`src/include/waveform_steer_pkg.sv`:
```
// Constants, field layout and types of the waveform steering block.
// Assumes a byte-addressed APB slave, one 32-bit word per register.
//
// What this block does
// Enabled second logic cell output triggers shutdown; else ignored.
// Enabled second comparator output triggers shutdown; else no effect.
// Enabled first comparator output triggers shutdown; else ignored.
// Enable at bit 1 lets timer postscaled output trigger shutdown.
// Enable at bit 0 lets the mapped input pin trigger shutdown.
// Steering enable set routes data waveform with polarity to that output.
// Steering enable clear forces the output to its override bit.
// Steering and override bits act only in mode 000 or 001.
// In mode 001 steering enables apply only at the input rising edge.
// Clock select set picks fast oscillator, clear picks system clock.
// Input codes 0000 to 0111 pick clock, capture, PWM and oscillator.
// Codes 1000, 1001 pick comparators; 1010 to 1101 pick logic cells.
// Codes 1110 and 1111 connect no source to the input.
// Mode 001 is synchronous steering; mode 000 is plain steering.
// Outside shutdown, a set polarity bit inverts its output unless the override bit drives it; clear leaves it normal.
// With auto-restart, shutdown clears once all enabled sources are low.
// Shutdown request is the OR of all enabled sources.
// Output levels are captured on generator clock ticks, glitch free.
package waveform_steer_pkg;
    localparam logic [7:0] OFS_CON0 = 8'h00;
    localparam logic [7:0] OFS_CON1 = 8'h04;
    localparam logic [7:0] OFS_DBR = 8'h08;
    localparam logic [7:0] OFS_DBF = 8'h0C;
    localparam logic [7:0] OFS_AS0 = 8'h10;
    localparam logic [7:0] OFS_AS1 = 8'h14;
    localparam logic [7:0] OFS_STR = 8'h18;
    localparam logic [7:0] OFS_CLK = 8'h1C;
    localparam logic [7:0] OFS_DAT = 8'h20;
    localparam logic [7:0] OFS_IRQ_STAT = 8'h24;
    localparam logic [7:0] OFS_IRQ_CLR = 8'h28;
    localparam logic [7:0] OFS_IRQ_EN = 8'h2C;
    localparam int CON0_EN = 7;
    localparam int CON0_LD = 6;
    localparam int CON1_IN = 5;
    localparam int AS0_SHUT = 7;
    localparam int AS0_REN = 6;
    localparam int AS0_LSBD = 4;
    localparam int AS0_LSAC = 2;
    localparam int SRC_LC2 = 4;
    localparam int SRC_CMP2 = 3;
    localparam int SRC_CMP1 = 2;
    localparam int SRC_TMR = 1;
    localparam int SRC_PIN = 0;
    localparam int IRQ_ENTER = 0;
    localparam int IRQ_LEAVE = 1;
    localparam logic [7:0] CON0_MASK = 8'h87;
    localparam logic [7:0] POL_MASK = 8'h0F;
    localparam logic [7:0] DB_MASK = 8'h3F;
    localparam logic [7:0] AS0_MASK = 8'h7C;
    localparam logic [7:0] AS1_MASK = 8'h1F;
    localparam logic [7:0] CLK_MASK = 8'h01;
    localparam logic [7:0] DAT_MASK = 8'h0F;
    localparam logic [7:0] IRQ_MASK = 8'h03;
    localparam logic [7:0] REG_RESET = 8'h00;
    localparam logic [7:0] AS0_RESET = 8'h14;
    localparam logic [2:0] MODE_STEER = 3'h0;
    localparam logic [2:0] MODE_SYNC_STEER = 3'h1;
    localparam logic [1:0] SHUT_HIGH = 2'h3;
    localparam logic [1:0] SHUT_LOW = 2'h2;
    localparam logic [1:0] SHUT_FLOAT = 2'h1;
    typedef enum logic [2:0] {
        ST_RUN = 3'b001,
        ST_SHUT = 3'b010,
        ST_HOLD = 3'b100
    } out_state_t;
endpackage

```
`src/include/steer_if.sv`:
```
// Carrier between the register side and the output stage.
// Assumes both ends run on the same system clock.
`timescale 1ns/100ps
`default_nettype none
interface steer_if;
    logic wave;
    logic wave_rise;
    logic gen_tick;
    logic enable;
    logic [2:0] mode;
    logic [3:0] pol;
    logic [3:0] str;
    logic [3:0] ovr;
    logic shutdown;
    logic [1:0] lsac;
    logic [1:0] lsbd;
    logic [3:0] level;
    logic [3:0] drive;
    logic [3:0] live_str;
    modport ctrl (output wave, wave_rise, gen_tick, enable, mode, pol, str,
        ovr, shutdown, lsac, lsbd, input level, drive, live_str);
    modport stage (input wave, wave_rise, gen_tick, enable, mode, pol, str,
        ovr, shutdown, lsac, lsbd, output level, drive, live_str);
endinterface
`default_nettype wire

```
`src/waveform_steer.sv`:
```
// Top of the waveform steering block: APB registers, input select, shutdown.
// Assumes all sources are synchronous to sys_clk; the fast oscillator comes
// in as a one-cycle tick pulse.
//
// The APB register port and the register offsets were decided locally.
`timescale 1ns/100ps
`default_nettype none
module waveform_steer
    import waveform_steer_pkg::*;
(
    input wire logic sys_clk,
    input wire logic rst_n,
    input wire logic psel,
    input wire logic penable,
    input wire logic pwrite,
    input wire logic [7:0] paddr,
    input wire logic [31:0] pwdata,
    input wire logic [3:0] pstrb,
    output logic [31:0] prdata,
    output logic pready,
    output logic pslverr,
    input wire logic clock_derived_input,
    input wire logic [1:0] ccp_out,
    input wire logic [3:0] pwm_out,
    input wire logic nco_out,
    input wire logic [1:0] comparator_out,
    input wire logic [3:0] logic_cell_out,
    input wire logic timer_postscale_out,
    input wire logic mapped_input_pin_select,
    input wire logic internal_fast_oscillator,
    output logic gen_clock_select,
    output logic [3:0] output_level,
    output logic [3:0] output_enable,
    output logic irq
);
    logic [7:0] con0_reg;
    logic [3:0] pol_reg;
    logic [5:0] dbr_reg;
    logic [5:0] dbf_reg;
    logic [6:0] as0_reg;
    logic shutdown_reg, shutdown_next;
    logic shut_prev_reg;
    logic [4:0] as1_reg;
    logic [7:0] str_reg;
    logic clk_sel_reg;
    logic [3:0] dat_reg;
    logic [1:0] irq_stat_reg;
    logic [1:0] irq_en_reg;
    logic [31:0] prdata_reg;
    logic wave_reg, wave_prev_reg;
    logic wave_sel;
    logic wave_rise, wave_edge;
    logic [4:0] sources;
    logic request;
    logic setup, wr_en;
    logic [7:0] wbyte;
    logic [1:0] events;
    logic [7:0] as0_merged;

    steer_if bus ();

    // Merges the write byte into a register under its writable mask.
    function automatic logic [7:0] merge(input logic [7:0] old,
        input logic [7:0] data, input logic [7:0] mask);
        merge = (old & ~mask) | (data & mask);
    endfunction

    // Word offsets that answer without an error.
    function automatic logic mapped(input logic [7:0] addr);
        case (addr)
            OFS_CON0, OFS_CON1, OFS_DBR, OFS_DBF, OFS_AS0, OFS_AS1,
            OFS_STR, OFS_CLK, OFS_DAT, OFS_IRQ_STAT, OFS_IRQ_CLR,
            OFS_IRQ_EN: mapped = 1'b1;
            default: mapped = 1'b0;
        endcase
    endfunction

    // Zero wait states; unmapped offsets answer with an error.
    assign setup = psel && !penable;
    assign wr_en = psel && penable && pwrite && pstrb[0] && mapped(paddr);
    assign wbyte = pwdata[7:0];
    assign pready = 1'b1;
    assign pslverr = psel && penable && !mapped(paddr);
    assign prdata = prdata_reg;

    // Read data is captured in the setup cycle and stands in the access phase.
    always_ff @(posedge sys_clk) begin
        if (!rst_n) begin
            prdata_reg <= 32'h0;
        end else if (setup && !pwrite) begin
            case (paddr)
                OFS_CON0: prdata_reg <= {24'h0, con0_reg};
                OFS_CON1: prdata_reg <= {26'h0, wave_reg, 1'b0, pol_reg};
                OFS_DBR: prdata_reg <= {26'h0, dbr_reg};
                OFS_DBF: prdata_reg <= {26'h0, dbf_reg};
                OFS_AS0: prdata_reg <= {24'h0, shutdown_reg, as0_reg};
                OFS_AS1: prdata_reg <= {27'h0, as1_reg};
                OFS_STR: prdata_reg <= {24'h0, str_reg};
                OFS_CLK: prdata_reg <= {31'h0, clk_sel_reg};
                OFS_DAT: prdata_reg <= {28'h0, dat_reg};
                OFS_IRQ_STAT: prdata_reg <= {30'h0, irq_stat_reg};
                OFS_IRQ_EN: prdata_reg <= {30'h0, irq_en_reg};
                default: prdata_reg <= 32'h0;
            endcase
        end
    end

    // Enable and mode; the load bit sets only once the module is enabled
    // and clears on the next input edge, a write that sets it winning.
    always_ff @(posedge sys_clk) begin
        if (!rst_n) begin
            con0_reg <= REG_RESET;
        end else if (wr_en && paddr == OFS_CON0) begin
            con0_reg <= merge(con0_reg, wbyte, CON0_MASK);
            con0_reg[CON0_LD] <= wbyte[CON0_LD] && con0_reg[CON0_EN];
        end else if (wave_edge) begin
            con0_reg[CON0_LD] <= 1'b0;
        end
    end

    // Polarity and dead-band values.
    always_ff @(posedge sys_clk) begin
        if (!rst_n) begin
            pol_reg <= 4'h0;
            dbr_reg <= 6'h0;
            dbf_reg <= 6'h0;
        end else if (wr_en) begin
            if (paddr == OFS_CON1) begin
                pol_reg <= wbyte[3:0] & POL_MASK[3:0];
            end
            if (paddr == OFS_DBR) begin
                dbr_reg <= wbyte[5:0] & DB_MASK[5:0];
            end
            if (paddr == OFS_DBF) begin
                dbf_reg <= wbyte[5:0] & DB_MASK[5:0];
            end
        end
    end

    // Shutdown control, source enables, steering, clock and input select.
    always_ff @(posedge sys_clk) begin
        if (!rst_n) begin
            as0_reg <= AS0_RESET[6:0];
            as1_reg <= REG_RESET[4:0];
            str_reg <= REG_RESET;
            clk_sel_reg <= 1'b0;
            dat_reg <= REG_RESET[3:0];
        end else if (wr_en) begin
            if (paddr == OFS_AS0) begin
                as0_reg <= as0_merged[6:0];
            end
            if (paddr == OFS_AS1) begin
                as1_reg <= wbyte[4:0] & AS1_MASK[4:0];
            end
            if (paddr == OFS_STR) begin
                str_reg <= wbyte;
            end
            if (paddr == OFS_CLK) begin
                clk_sel_reg <= wbyte[0] & CLK_MASK[0];
            end
            if (paddr == OFS_DAT) begin
                dat_reg <= wbyte[3:0] & DAT_MASK[3:0];
            end
        end
    end

    // Shutdown control word with the write merged under its mask.
    assign as0_merged = merge({1'b0, as0_reg}, wbyte, AS0_MASK);

    // Input waveform select; reserved codes connect nothing.
    always_comb begin
        case (dat_reg)
            4'h0: wave_sel = clock_derived_input;
            4'h1: wave_sel = ccp_out[0];
            4'h2: wave_sel = ccp_out[1];
            4'h3: wave_sel = pwm_out[0];
            4'h4: wave_sel = pwm_out[1];
            4'h5: wave_sel = pwm_out[2];
            4'h6: wave_sel = pwm_out[3];
            4'h7: wave_sel = nco_out;
            4'h8: wave_sel = comparator_out[0];
            4'h9: wave_sel = comparator_out[1];
            4'hA: wave_sel = logic_cell_out[0];
            4'hB: wave_sel = logic_cell_out[1];
            4'hC: wave_sel = logic_cell_out[2];
            4'hD: wave_sel = logic_cell_out[3];
            default: wave_sel = 1'b0;
        endcase
    end

    // Sampled input waveform and its edges.
    always_ff @(posedge sys_clk) begin
        if (!rst_n) begin
            wave_reg <= 1'b0;
            wave_prev_reg <= 1'b0;
        end else begin
            wave_reg <= wave_sel;
            wave_prev_reg <= wave_reg;
        end
    end

    assign wave_rise = wave_reg && !wave_prev_reg;
    assign wave_edge = wave_reg != wave_prev_reg;

    // Each source counts only while its enable bit is set.
    assign sources[SRC_LC2] = logic_cell_out[1] && as1_reg[SRC_LC2];
    assign sources[SRC_CMP2] = comparator_out[1] && as1_reg[SRC_CMP2];
    assign sources[SRC_CMP1] = comparator_out[0] && as1_reg[SRC_CMP1];
    assign sources[SRC_TMR] = timer_postscale_out && as1_reg[SRC_TMR];
    assign sources[SRC_PIN] =
        mapped_input_pin_select && as1_reg[SRC_PIN];
    assign request = |sources;

    // Shutdown flag: hardware set beats a software clear; auto-restart
    // clears it once no enabled source is high.
    always_comb begin
        shutdown_next = shutdown_reg;
        if (request) begin
            shutdown_next = 1'b1;
        end else if (wr_en && paddr == OFS_AS0) begin
            shutdown_next = wbyte[AS0_SHUT];
        end else if (as0_reg[AS0_REN]) begin
            shutdown_next = 1'b0;
        end
    end

    always_ff @(posedge sys_clk) begin
        if (!rst_n) begin
            shutdown_reg <= 1'b0;
            shut_prev_reg <= 1'b0;
        end else begin
            shutdown_reg <= shutdown_next;
            shut_prev_reg <= shutdown_reg;
        end
    end

    // One-cycle event pulses: shutdown entered and shutdown left.
    assign events[IRQ_ENTER] = shutdown_reg && !shut_prev_reg;
    assign events[IRQ_LEAVE] = !shutdown_reg && shut_prev_reg;

    // Write-one-to-clear status; a new event in the clear cycle survives.
    always_ff @(posedge sys_clk) begin
        if (!rst_n) begin
            irq_stat_reg <= 2'h0;
            irq_en_reg <= 2'h0;
        end else begin
            if (wr_en && paddr == OFS_IRQ_CLR) begin
                irq_stat_reg <= (irq_stat_reg & ~wbyte[1:0]) | events;
            end else begin
                irq_stat_reg <= irq_stat_reg | events;
            end
            if (wr_en && paddr == OFS_IRQ_EN) begin
                irq_en_reg <= wbyte[1:0] & IRQ_MASK[1:0];
            end
        end
    end

    assign irq = |(irq_stat_reg & irq_en_reg);

    // The generator clock is the system clock or the fast oscillator tick.
    assign gen_clock_select = clk_sel_reg;
    assign bus.gen_tick =
        clk_sel_reg ? internal_fast_oscillator : 1'b1;
    assign bus.wave = wave_reg;
    assign bus.wave_rise = wave_rise;
    assign bus.enable = con0_reg[CON0_EN];
    assign bus.mode = con0_reg[2:0];
    assign bus.pol = pol_reg;
    assign bus.str = str_reg[3:0];
    assign bus.ovr = str_reg[7:4];
    assign bus.shutdown = shutdown_reg;
    assign bus.lsac = as0_reg[AS0_LSAC +: 2];
    assign bus.lsbd = as0_reg[AS0_LSBD +: 2];
    assign output_level = bus.level;
    assign output_enable = bus.drive;

    steer_stage u_stage (
        .sys_clk(sys_clk),
        .rst_n(rst_n),
        .bus(bus.stage)
    );
endmodule
`default_nettype wire

```
`src/steer_stage.sv`:
```
// Output stage: steering, override, polarity and shutdown levels.
// Assumes configuration and the sampled input waveform come over steer_if.
`timescale 1ns/100ps
`default_nettype none
module steer_stage
    import waveform_steer_pkg::*;
(
    input wire logic sys_clk,
    input wire logic rst_n,
    steer_if.stage bus
);
    out_state_t state_reg, state_next;
    logic [3:0] live_str_reg;
    logic [3:0] level_reg, level_next;
    logic [3:0] drive_reg, drive_next;

    // Level placed on a pin while shutdown holds; drive low means floating.
    function automatic logic [1:0] shut_level(input logic [1:0] sel,
        input logic pol);
        case (sel)
            SHUT_HIGH: shut_level = 2'h3;
            SHUT_LOW: shut_level = 2'h2;
            SHUT_FLOAT: shut_level = 2'h0;
            default: shut_level = {1'b1, pol};
        endcase
    endfunction

    // Shutdown stays in force until the first input rising edge after release.
    always_comb begin
        case (state_reg)
            ST_RUN: state_next = bus.shutdown ? ST_SHUT : ST_RUN;
            ST_SHUT: state_next = bus.shutdown ? ST_SHUT : ST_HOLD;
            ST_HOLD: begin
                if (bus.shutdown) begin
                    state_next = ST_SHUT;
                end else begin
                    state_next = bus.wave_rise ? ST_RUN : ST_HOLD;
                end
            end
            default: state_next = ST_SHUT;
        endcase
    end

    always_ff @(posedge sys_clk) begin
        if (!rst_n) begin
            state_reg <= ST_RUN;
        end else begin
            state_reg <= state_next;
        end
    end

    // Synchronous steering loads the enables on the input rising edge only.
    always_ff @(posedge sys_clk) begin
        if (!rst_n) begin
            live_str_reg <= 4'h0;
        end else if (bus.mode != MODE_SYNC_STEER
                || bus.wave_rise) begin
            live_str_reg <= bus.str;
        end
    end

    // Per output: shutdown, disabled, steering modes, other modes.
    always_comb begin
        level_next = 4'h0;
        drive_next = 4'hF;
        for (int i = 0; i < 4; i++) begin
            if (state_reg != ST_RUN) begin
                {drive_next[i], level_next[i]} =
                    shut_level(i[0] ? bus.lsbd : bus.lsac, bus.pol[i]);
            end else if (!bus.enable) begin
                level_next[i] = bus.pol[i];
            end else if (bus.mode[2:1] == 2'h0) begin
                level_next[i] = live_str_reg[i] ?
                    (bus.wave ^ bus.pol[i]) : bus.ovr[i];
            end else begin
                level_next[i] = bus.wave ^ bus.pol[i];
            end
        end
    end

    // Pins only change on a generator clock tick.
    always_ff @(posedge sys_clk) begin
        if (!rst_n) begin
            level_reg <= 4'h0;
            drive_reg <= 4'h0;
        end else if (bus.gen_tick) begin
            level_reg <= level_next;
            drive_reg <= drive_next;
        end
    end

    assign bus.level = level_reg;
    assign bus.drive = drive_reg;
    assign bus.live_str = live_str_reg;
endmodule
`default_nettype wire

```
`config.mk`:
```
export PLATFORM = sky130hd
export DESIGN_NAME = waveform_steer
export DESIGN_NICKNAME = d
export VERILOG_FILES = /design/src/include/waveform_steer_pkg.sv /design/src/include/steer_if.sv /design/src/waveform_steer.sv /design/src/steer_stage.sv
export SDC_FILE = /design/constraint.sdc
export NUM_CORES = 1
export LEC_CHECK = 0
export ABC_AREA = 1
export BUFFER_PORTS_ARGS = -buffer_cell sky130_fd_sc_hd__buf_2
export CORE_MARGIN = 5
export CORE_UTILIZATION = 49
export DETAILED_ROUTE_END_ITERATION = 7
export GPL_TIMING_DRIVEN = 0
export PLACE_DENSITY = 0.72
export SYNTH_ARGS = -nofsm -noshare
export SYNTH_HDL_FRONTEND = slang
export SYNTH_SLANG_ARGS = --single-unit
```
`constraint.sdc`:
```
create_clock -name sys_clk -period 1.68 [get_ports sys_clk]
set_input_delay 0.084 -clock sys_clk [delete_from_list [all_inputs] [get_ports sys_clk]]
set_output_delay 0.084 -clock sys_clk [all_outputs]
set_load 0.02 [all_outputs]
```
---- Word level (Yosys, flattened, before mapping) ----
Cells that the tools add are included.
storage, ports and cells
  register bits after elaboration ......... 104
  logic and storage cells ................. 150
operators by class
  equality and inequality tests ........... 36
  multiplexer cells ....................... 39
  bitwise operators ....................... 11
  reductions and logical operators ........ 43
operators by type and width
  kind                                                              count
  8-bit case mux with 11 select lines                               1
  8-bit by 5-bit == test with 1-bit output (second input constant)  4
  8-bit by 6-bit == test with 1-bit output (second input constant)  4
  1-bit 2-to-1 mux                                                  27
  4-bit == test (second input constant)                             6
  2-bit case mux with 3 select lines                                4
  1-bit logical AND                                                 20
  4-bit by 3-bit == test with 1-bit output (second input constant)  4
  8-bit by 4-bit == test with 1-bit output (second input constant)  2
  2-bit AND reduction                                               8
  1-bit case mux with 14 select lines                               1
  12-bit OR reduction                                               1
  3-bit 2-to-1 mux                                                  3
  3-bit case mux with 3 select lines                                1
  2-bit == test (second input constant)                             4
  4-bit by 2-bit == test with 1-bit output (second input constant)  2
  8-bit by 3-bit == test with 1-bit output (second input constant)  1
  8-bit logical NOT                                                 1
  7-bit by 8-bit OR with 8-bit output                               1
  2-bit by 7-bit OR with 7-bit output                               1
  1-bit logical NOT                                                 6
  3-bit by 1-bit != test with 1-bit output (second input constant)  2
  5-bit OR reduction                                                1
  2-bit AND                                                         2
  16 further kinds                                                  22

---- Logic depth before layout (Yosys ltp) ----
Gate-level depths: netlist (run 1).
  word-level depth ........................ 7
  depth in mapped cells ................... 13
  depth with buffers taken out ............ 13

---- Modules after synthesis ----
Synthesis (run 1) repeated with hierarchy kept, for this count alone.
second synthesis, totals
  cell total of the unflattened synthesis .. 697
  area, all modules ....................... 4450.5 um^2
by module, submodules not included
  module          instances  cells an instance  area each (um^2)  seq. area each (um^2)
  waveform_steer  1          563                3599.7            1201.2
  steer_stage     1          134                850.8             260.2

---- Least setup slack after synthesis (run 1) ----
OpenSTA, ideal clock, no wires.
  path kind ............................... input port to flip-flop
  from .................................... input paddr[0]
  to ...................................... register str_reg[4]
  setup time .............................. 0.111 ns
  data arrival time ....................... 1.266 ns
  data required time ...................... 1.569 ns
  slack ................................... 0.302 ns
  cell stages on the path ................. 13
  path through ............................ inv_1 -> nand2_2 -> nor2_4 -> nand2_4 -> nand2_1 -> nor2_1 -> nand3_4 -> nand2_8 -> nor2_8 -> inv_4 -> nand2_1 -> inv_1 -> nor2_2
on the way
  longest elaborated chain between the ends .. 5
  elaborated cells on any way between the ends .. 16
  those cells by class .................... 11 x eq/ne; 1 x mux; 4 x reduce/logical
ends and longest elaborated chain
  what                                                                    line                   RTL
  start: declaration                                                      waveform_steer.sv:16   input wire logic [7:0] paddr,
  8-bit by 3-bit == test with 1-bit output, or another cell as far along  waveform_steer.sv:70   case (addr)
  12-bit OR reduction                                                     waveform_steer.sv:70
  1-bit 2-to-1 mux                                                        waveform_steer.sv:70
  1-bit logical AND                                                       waveform_steer.sv:80   assign wr_en = psel && penable && pwrite && pstrb[0] && mapped(paddr);
  2-bit AND reduction (no line) *                                         n/a
  end signal: assignment                                                  waveform_steer.sv:156  str_reg <= wbyte;
  end: declaration                                                        waveform_steer.sv:44   logic [7:0] str_reg;
Mark *: on every way between the ends. The rest lies on a longest branch, timed or not.
A chain may end at the register's enable or synchronous reset.

---- Worst setup path after layout (run 1) ----
  from .................................... register wave_reg, in the netlist bus.wave
  to ...................................... register u_stage.level_reg[2], in the netlist u_stage.bus.level[2]
on the way
  longest elaborated chain between the ends .. 5
ends and longest elaborated chain
  what                      line                                  RTL
  start: declaration        waveform_steer.sv:50                  logic wave_reg, wave_prev_reg;
  start signal: assignment  waveform_steer.sv:197                 wave_reg <= wave_sel;
  1-bit bitwise XOR *       steer_stage.sv:74, steer_stage.sv:76
  1-bit 2-to-1 mux          steer_stage.sv:73                     level_next[i] = live_str_reg[i] ?
  1-bit 2-to-1 mux *        steer_stage.sv:72                     end else if (bus.mode[2:1] == 2'h0) begin
  1-bit 2-to-1 mux *        steer_stage.sv:70                     end else if (!bus.enable) begin
  1-bit 2-to-1 mux *        steer_stage.sv:67                     if (state_reg != ST_RUN) begin
  end signal: assignment    steer_stage.sv:87                     level_reg <= level_next;
  end: declaration          steer_stage.sv:14                     logic [3:0] level_reg, level_next;
Marked as above.

==> results.md, run 1 <==
- H-tree levels: 3
- Critical path startpoint category: flop
- FF-to-FF Start: bus.wave$_SDFF_PN0_
- Most used routing layer in global routing: met2
- Hpwl dp: 8.803 mm
- Die width: 102.2 um
- Final setup margin: 140.0 ps
- Kind of critical path: reg2reg
- Crit Path Max Fanout: 6
- Logic pwr share: a little under a fifth
- Clk network pwr share: approximately a third
- Worst-Margin Slew: around 1200 ps
- Most common cell on crit path: nand2_1
- Adder-cell share of the synthesized area: 0.3006%
- Initial Util: 50.41%
- Mux cell area share after synthesis: 0%
- Final setup fails: 0
- Most used DFF post-synth: dfxtp_1
- CTS clk-pin slew, worst paths: 80 ps
- Placement Rows: 33
- Number of synthesized flops with an enable pin: 0
- Worst ir drop on vdd: 0.0003588 V
- TritonRoute pass-1 iters: 5
- Setup TNS: 0 ps
- Pin count of the biggest net entering global routing: 13
- Met2 Usage GRT: 37.78%
- Worst EP arrival: about 1800 ps
- CTS Buffer Depth: 2
- Nets@finish: 795
- Top Ports: 110
- # diodes: 0
- Largest family of logic cells by synthesized area: simple AND/OR/NAND/NOR gates
- Post-synthesis compound-gate area fraction: 13.41%
- Area growth syn-to-layout: 17.10%
- CP required: 1920 ps
- Synth Register Bits: 73
- Clock Latency Late Sink: 360 ps
- Total vias in the final route: around 4,200
- Leakage: 2.476 nW
- Crit path time final: ~1500 ps
- CTS Sinks: 73
- Seq pwr share: 46.5%
- Min-Delay Path Class: in2reg
- Pre-CTS WS: -222.7 ps
- Seq/Total Area, Yosys: around a third
- Int Pwr: 2.791 mW
- Power Total: 3.973 mW
- Avg Inst Size Synth: 6.545 sq um
- Area share of the largest cell type after synthesis: 35.11%
- Post_cts resized: 0
- Slowest CP cell: clkbuf_1
- Crit-path max cell delay: roughly 400 ps
- Layout cells sized above 1: 18.58%
- GRT Util Overall: between 20% and 30%
- M3 GR Usage: between 3 and 4%
- Crit. End Element: flop
- Status: completed
- R2R Setup Slk: 140 ps
- Most frequent cells in the layout: 182 x nand2_1, 113 x inv_1, 73 x dfxtp_1, 58 x nor2_1, 56 x buf_2
- I/O Buffers: 56
- Routed Antenna Nets: 0
- Yosys warnings: 0
- Via-per-instance ratio: 5.030
- Total CTS buffers: 9
- Clock skew: 6.025 ps
- Max Cap Viol: 0
- Post-route cell area: 4875 sq um
- HP Start: pwdata[1]
- Critical path cell sequence: clkbuf_1, xnor2_1, o21ai_0, o311ai_0, nand2_1, nand2_1, a21oi_1
- Worst hold slack: between 2 and 3 ps
- Routability cong.: 0.9718
- Post-CTS Setup Bufs: 0
- Die Ht: about 100 um
- Post-Synthesis Cells: 636
- Worst-case reg-to-reg path depth: 7
- Final Cycle Share: 91.67%
- DRC errors left: 0
- Synth async-reset ratio: 0%
- Distinct cells, synth: 35
- Post-CTS Hold Buffers: 2
- Synth Area in XOR/XNOR: less than 1%
- Cells on Worst Hold Path: 3
- Unrepaired setup endpoints after global routing: no
- Post-synth top area cell: dfxtp_1
- Grt ovf: 0
- Wire per inst: 13.66 um
- WL final: 11.44 mm
- Worst slew margin: 21.38%
- Sw frac: 29.74%
- Critical path depth in cells: 7
- CTS tree: built
- Core ar.: 8258 sq um
- CP Buf/Inv Count: 1
- Crit-path leading delay family: buffers and inverters
- Simple-gate share of the synthesized area: about a third
- Total power divided by cell area: 815.0 nW/um^2
- P_sw: approximately 1.2 mW
- Vias in the first global route: 3,828
- Met1 GRT Util: 29.09%
- Root Buffer: clkbuf_8
- Die area: 10,440 sq um
- Reg-to-reg endpoint: u_stage.bus.level[2]$_SDFFE_PN0P_
- Hold Path Sink: irq_en_reg[1]$_SDFFE_PN0P_
- F_max: 649.4 MHz
- DP Area: ~4700 sq um
- Most common cell after layout, fill and taps aside: nand2_1
- DRT iter0 DRCs: around 280
- Pins over their slew limit: 0
- Synthesized area: 4163 sq um
- Largest cells by area after synthesis: dfxtp_1 35%, nand2_1 16%, inv_1 10%
- First-pass GRT wire length: 18.16 mm
- Antenna violations before repair: 0
- Final hold vios: 0
-- final cells by class --
| class | instances | area [sq um] |
|---|---|---|
| fillers | 811 | 3383 |
| multi-input cells | 427 | 2087 |
| flip-flops and latches | 73 | 1461 |
| inverters | 122 | 460.4 |
| repair buffers | 58 | 300.3 |
| plain buffers | 37 | 240.2 |
| clock buffers | 10 | 137.6 |
| well taps | 105 | 131.4 |
| clock inverters | 5 | 56.30 |
-- tightest hold or removal path, delay by kind of cell --
| family | cells | cell delay (ps) |
|---|---|---|
| AND/OR/NAND/NOR | 2 | 130 |
| buffers and inverters | 1 | 110 |
-- worst max-delay path by stage --
stage                     slack (ps)                                 to                 from
after detailed placement        -220             prdata[2]$_SDFFE_PN0P_              penable
after CTS                        120             prdata[2]$_SDFFE_PN0P_              penable
after floorplan                  300            str_reg[4]$_SDFFE_PN0P_             paddr[0]
after global placement          -230             prdata[2]$_SDFFE_PN0P_              penable
after global routing              30  u_stage.bus.level[3]$_SDFFE_PN0P_  bus.wave$_SDFF_PN0_
final                            140  u_stage.bus.level[2]$_SDFFE_PN0P_  bus.wave$_SDFF_PN0_
-- power by group through the flow --
stage	registers [mW]	logic, mW	clock network [mW]
final	1.85	0.727	1.40
after global routing	1.86	0.818	1.47
after CTS	1.85	0.728	1.40
after detailed placement	1.89	0.723	0
after global placement	1.88	0.710	0
after floorplan	1.94	0.459	0
-- layer usage --
layer / wire length, um / part of all wire [%] / vias up
met5: 0 / 0 / -
met4: 244 / 2.1 / 0
met3: 914 / 8.0 / 22
met2: 5482 / 48 / 177
met1: 4794 / 42 / 1899
li1: - / - / 2112
-- per-stage QoR --
stage | cells | utilization (%)
final | 837 | 59.03
after global routing | 837 | 59.03
after CTS | 837 | 59.03
after detailed placement | 820 | 56.44
after global placement | 820 | 56.44
after floorplan | 659 | -
-- cell families (layout without fill, tap and decap cells) --
group                      after synthesis  count (layout)
buffers and inverters                  159             232
adders and majority gates                1               1
DFF                                     73              73
other                                    2              25
xor gates and xnor gates                 4               4
AOI/OAI and AO/OA                       95              95
and+or+nand+nor                        302             302
-- synthesized netlist by cell type, types with 5 or more instances --
master / instances
inv_1: 113
nand3_1: 22
inv_2: 7
nor2_1: 58
o21ai_0: 25
nor3_1: 6
nand2_1: 182
o211ai_1: 5
nor2_2: 9
o22ai_1: 16
a21oi_1: 34
buf_4: 27
nor2_4: 7
dfxtp_1: 73
clkbuf_1: 10
(Power assumes the default switching activity.)
==> inputs of run 2 (changes only) <==
--- a/config.mk
+++ b/config.mk
@@ -11,7 +11,8 @@
 export CORE_UTILIZATION = 49
 export DETAILED_ROUTE_END_ITERATION = 7
 export GPL_TIMING_DRIVEN = 0
-export PLACE_DENSITY = 0.72
+export PLACE_DENSITY = 0.71
 export SYNTH_ARGS = -nofsm -noshare
 export SYNTH_HDL_FRONTEND = slang
+export SYNTH_HIERARCHICAL = 1
 export SYNTH_SLANG_ARGS = --single-unit
==> run 2 against run 1 <==
  * Critical path depth up 3
  * Via count up 0.83%
  * Largest power group unchanged
  * Clock power up 11%
  * Register-to-register slack better by 160 ps
  * Largest cell class unchanged
  * Highest routed layer unchanged
==> results.md, run 2 <==
- Setup TNS: 0 ps
- Largest cells by area after synthesis: dfxtp_1 33%, nand2_1 19%, inv_1 11%
- F_max: roughly 700 MHz
- Worst slew margin: 51.13%
- Area share of the largest cell type after synthesis: about a third
- H-tree levels: 3
- Crit path time final: 1427 ps
- Leakage: 2.733 nW
- Area growth syn-to-layout: 16.87%
- Max Cap Viol: 0
- DRC errors left: 0
- CTS clk-pin slew, worst paths: 80 ps
- Synthesized area: roughly 4500 sq um
- TritonRoute pass-1 iters: 5
- Post-route cell area: ~5200 sq um
- Total CTS buffers: 9
- Final Cycle Share: between 80% and 90%
- CTS Sinks: 73
- Unrepaired setup endpoints after global routing: no
- Post-synth top area cell: dfxtp_1
- Die area: between 10,000 and 15,000 sq um
- Clock skew: 9.995 ps
- Status: completed
- Core ar.: 8806 sq um
- Worst EP arrival: 1710 ps
- Die width: 105.3 um
- Worst hold slack: between 15 and 20 ps
- R2R Setup Slk: approximately 300 ps
- Synth async-reset ratio: 0%
- Pin count of the biggest net entering global routing: 13
- Routed Antenna Nets: 0
- Antenna violations before repair: 0
- # diodes: 0
- Power Total: roughly 4.3 mW
- Initial Util: 50.54%
- WL final: 11.73 mm
- Clock Latency Late Sink: between 300 and 400 ps
- Wire per inst: 13.01 um
- Root Buffer: clkbuf_8
- First-pass GRT wire length: slightly below 20 mm
- GRT Util Overall: between 20% and 30%
- Total vias in the final route: 4,245
- Via-per-instance ratio: roughly 4.7
- Final setup fails: 0
- Worst ir drop on vdd: 0.0003663 V
- Synth Register Bits: 73
- Most frequent cells in the layout: 224 x nand2_1, 132 x inv_1, 73 x dfxtp_1, 57 x buf_2, 46 x nor2_1
- Crit-path max cell delay: 490 ps
- Hpwl dp: 9.098 mm
- Most common cell on crit path: nor2_1
- I/O Buffers: 57
- CP required: 1960 ps
- DRT iter0 DRCs: 249
- Post-Synthesis Cells: about 700
- Nets@finish: 857
- Total power divided by cell area: 820.3 nW/um^2
- Avg Inst Size Synth: 6.385 sq um
- Final hold vios: 0
- Top cells by count, synth: 224 x nand2_1, 132 x inv_1, 73 x dfxtp_1
- Most used DFF post-synth: dfxtp_1
- Die Ht: ~110 um
- Yosys warnings: 6
- Top Ports: between 100 and 150
- Seq/Total Area, Yosys: 32.84%
- DP Area: 4957 sq um
- Slowest CP cell: nor2_1
- Most common cell in the netlist: nand2_1
- Distinct cells, synth: 38
- Most common cell after layout, fill and taps aside: nand2_1
- Vias in the first global route: 4,025
- Routability cong.: about 0.88
- Crit Path Max Fanout: 9
- CP Buf/Inv Count: 1
- Kind of critical path: in2reg
- Critical path cell sequence: buf_2, nor2_1, nand3_1, nor2_1, nand2_1, o21ai_0, nor2_1, nand3_1, nand2_1, a21oi_1
- CTS Buffer Depth: 2
- Pins over their slew limit: 0
- Grt ovf: 0
- Critical path startpoint category: input pin
- Crit-path leading delay family: simple AND/OR/NAND/NOR gates
- Placement Rows: 34
- Layout cells sized above 1: 21.54%
- Min-Delay Path Class: in2reg
- Worst-Margin Slew: 729.0 ps
- Crit. End Element: flop
- Number of synthesized flops with an enable pin: 0
- CTS tree: built
[run 2: changes by cell type after synthesis, sizes merged, moves of 3 or more]
cell / before / now
nand4: 4 / 7
inv: 121 / 145
nand2: 189 / 232
nand3: 24 / 39
o311ai: 4 / 0
o21ai: 25 / 22
xnor2: 4 / 0
o22ai: 16 / 5
nor3: 6 / 3
clkbuf: 10 / 6
[run 2: metal layers]
| metal | wire [um] | part of all wire [%] | track usage, % |
|---|---|---|---|
| met2 | 5839 | 50 | 37.16 |
| met4 | 183 | 1.6 | 5.811 |
| met1 | 4952 | 42 | 27.06 |
| met3 | 758 | 6.5 | 4.645 |
| met5 | 0 | 0 | 0 |
[run 2: worst paths after layout]
kind / depth (start not counted) / endpoint / from
setup / recovery: 10 / prdata[1]$_SDFFE_PN0P_ / paddr[1]
hold / removal: 3 / as0_reg[6]$_SDFFE_PN0P_ / pwdata[6]
setup reg to reg: 6 / u_stage/bus.live_str[2]$_SDFFE_PN0P_ / bus.wave$_SDFF_PN0_
hold reg to reg: 2 / prdata[1]$_SDFFE_PN0P_ / prdata[1]$_SDFFE_PN0P_
[run 2: area by class of cell]
| type | instances | area (sq um) |
|---|---|---|
| fill | 883 | 3605 |
| multi-input combinational | 465 | 2281 |
| sequential | 73 | 1461 |
| inverter | 147 | 558.0 |
| timing repair buffer | 59 | 305.3 |
| buffer | 35 | 244.0 |
| clock buffer | 10 | 137.6 |
| tap | 108 | 135.1 |
| clock inverter | 5 | 78.83 |
[run 2: worst reg2reg max path, stage by stage, from the launching register on]
cell	delay, ps
dfxtp_1	600
ha_1	250
inv_1	60
nand3_2	80
clkinv_2	100
o21ai_1	130
a21oi_1	50
[run 2: metrics by stage]
stage | utilization [%] | std cells | setup slack, ps
detailed placement | 56.29 | 885 | -240.4
floorplan | - | 720 | 266.6
CTS | 58.87 | 901 | 129.1
global placement | 56.29 | 885 | -210.6
global route | 59.07 | 902 | 18.52
finish | 59.07 | 902 | 253.4
[run 2: logic make-up (layout without fill, tap and decap cells)]
group	after synthesis	in the layout	share of synthesized area, %
adders and majority gates	1	1	0.2811
AOI/OAI and AO/OA	74	74	9.728
and+or+nand+nor	365	365	38.97
buffers and inverters	182	256	18.02
DFF	73	73	32.84
other	2	25	0.1687
[run 2: what timing repair did]
item / in CTS / in global routing
setup buffers: 0 / 0
setup endpoints to repair: 0 / 3
endpoints found under the hold margin: 1 / 1
hold buffers: 1 / 1
resized for setup: 0 / 2
[run 2: power by group]
part | total (mW) | switching [mW] | internal [mW]
sequential | 1.85 | 0.0444 | 1.81
clock | 1.55 | 0.681 | 0.869
combinational | 0.864 | 0.533 | 0.330
total | 4.27 | 1.26 | 3.01
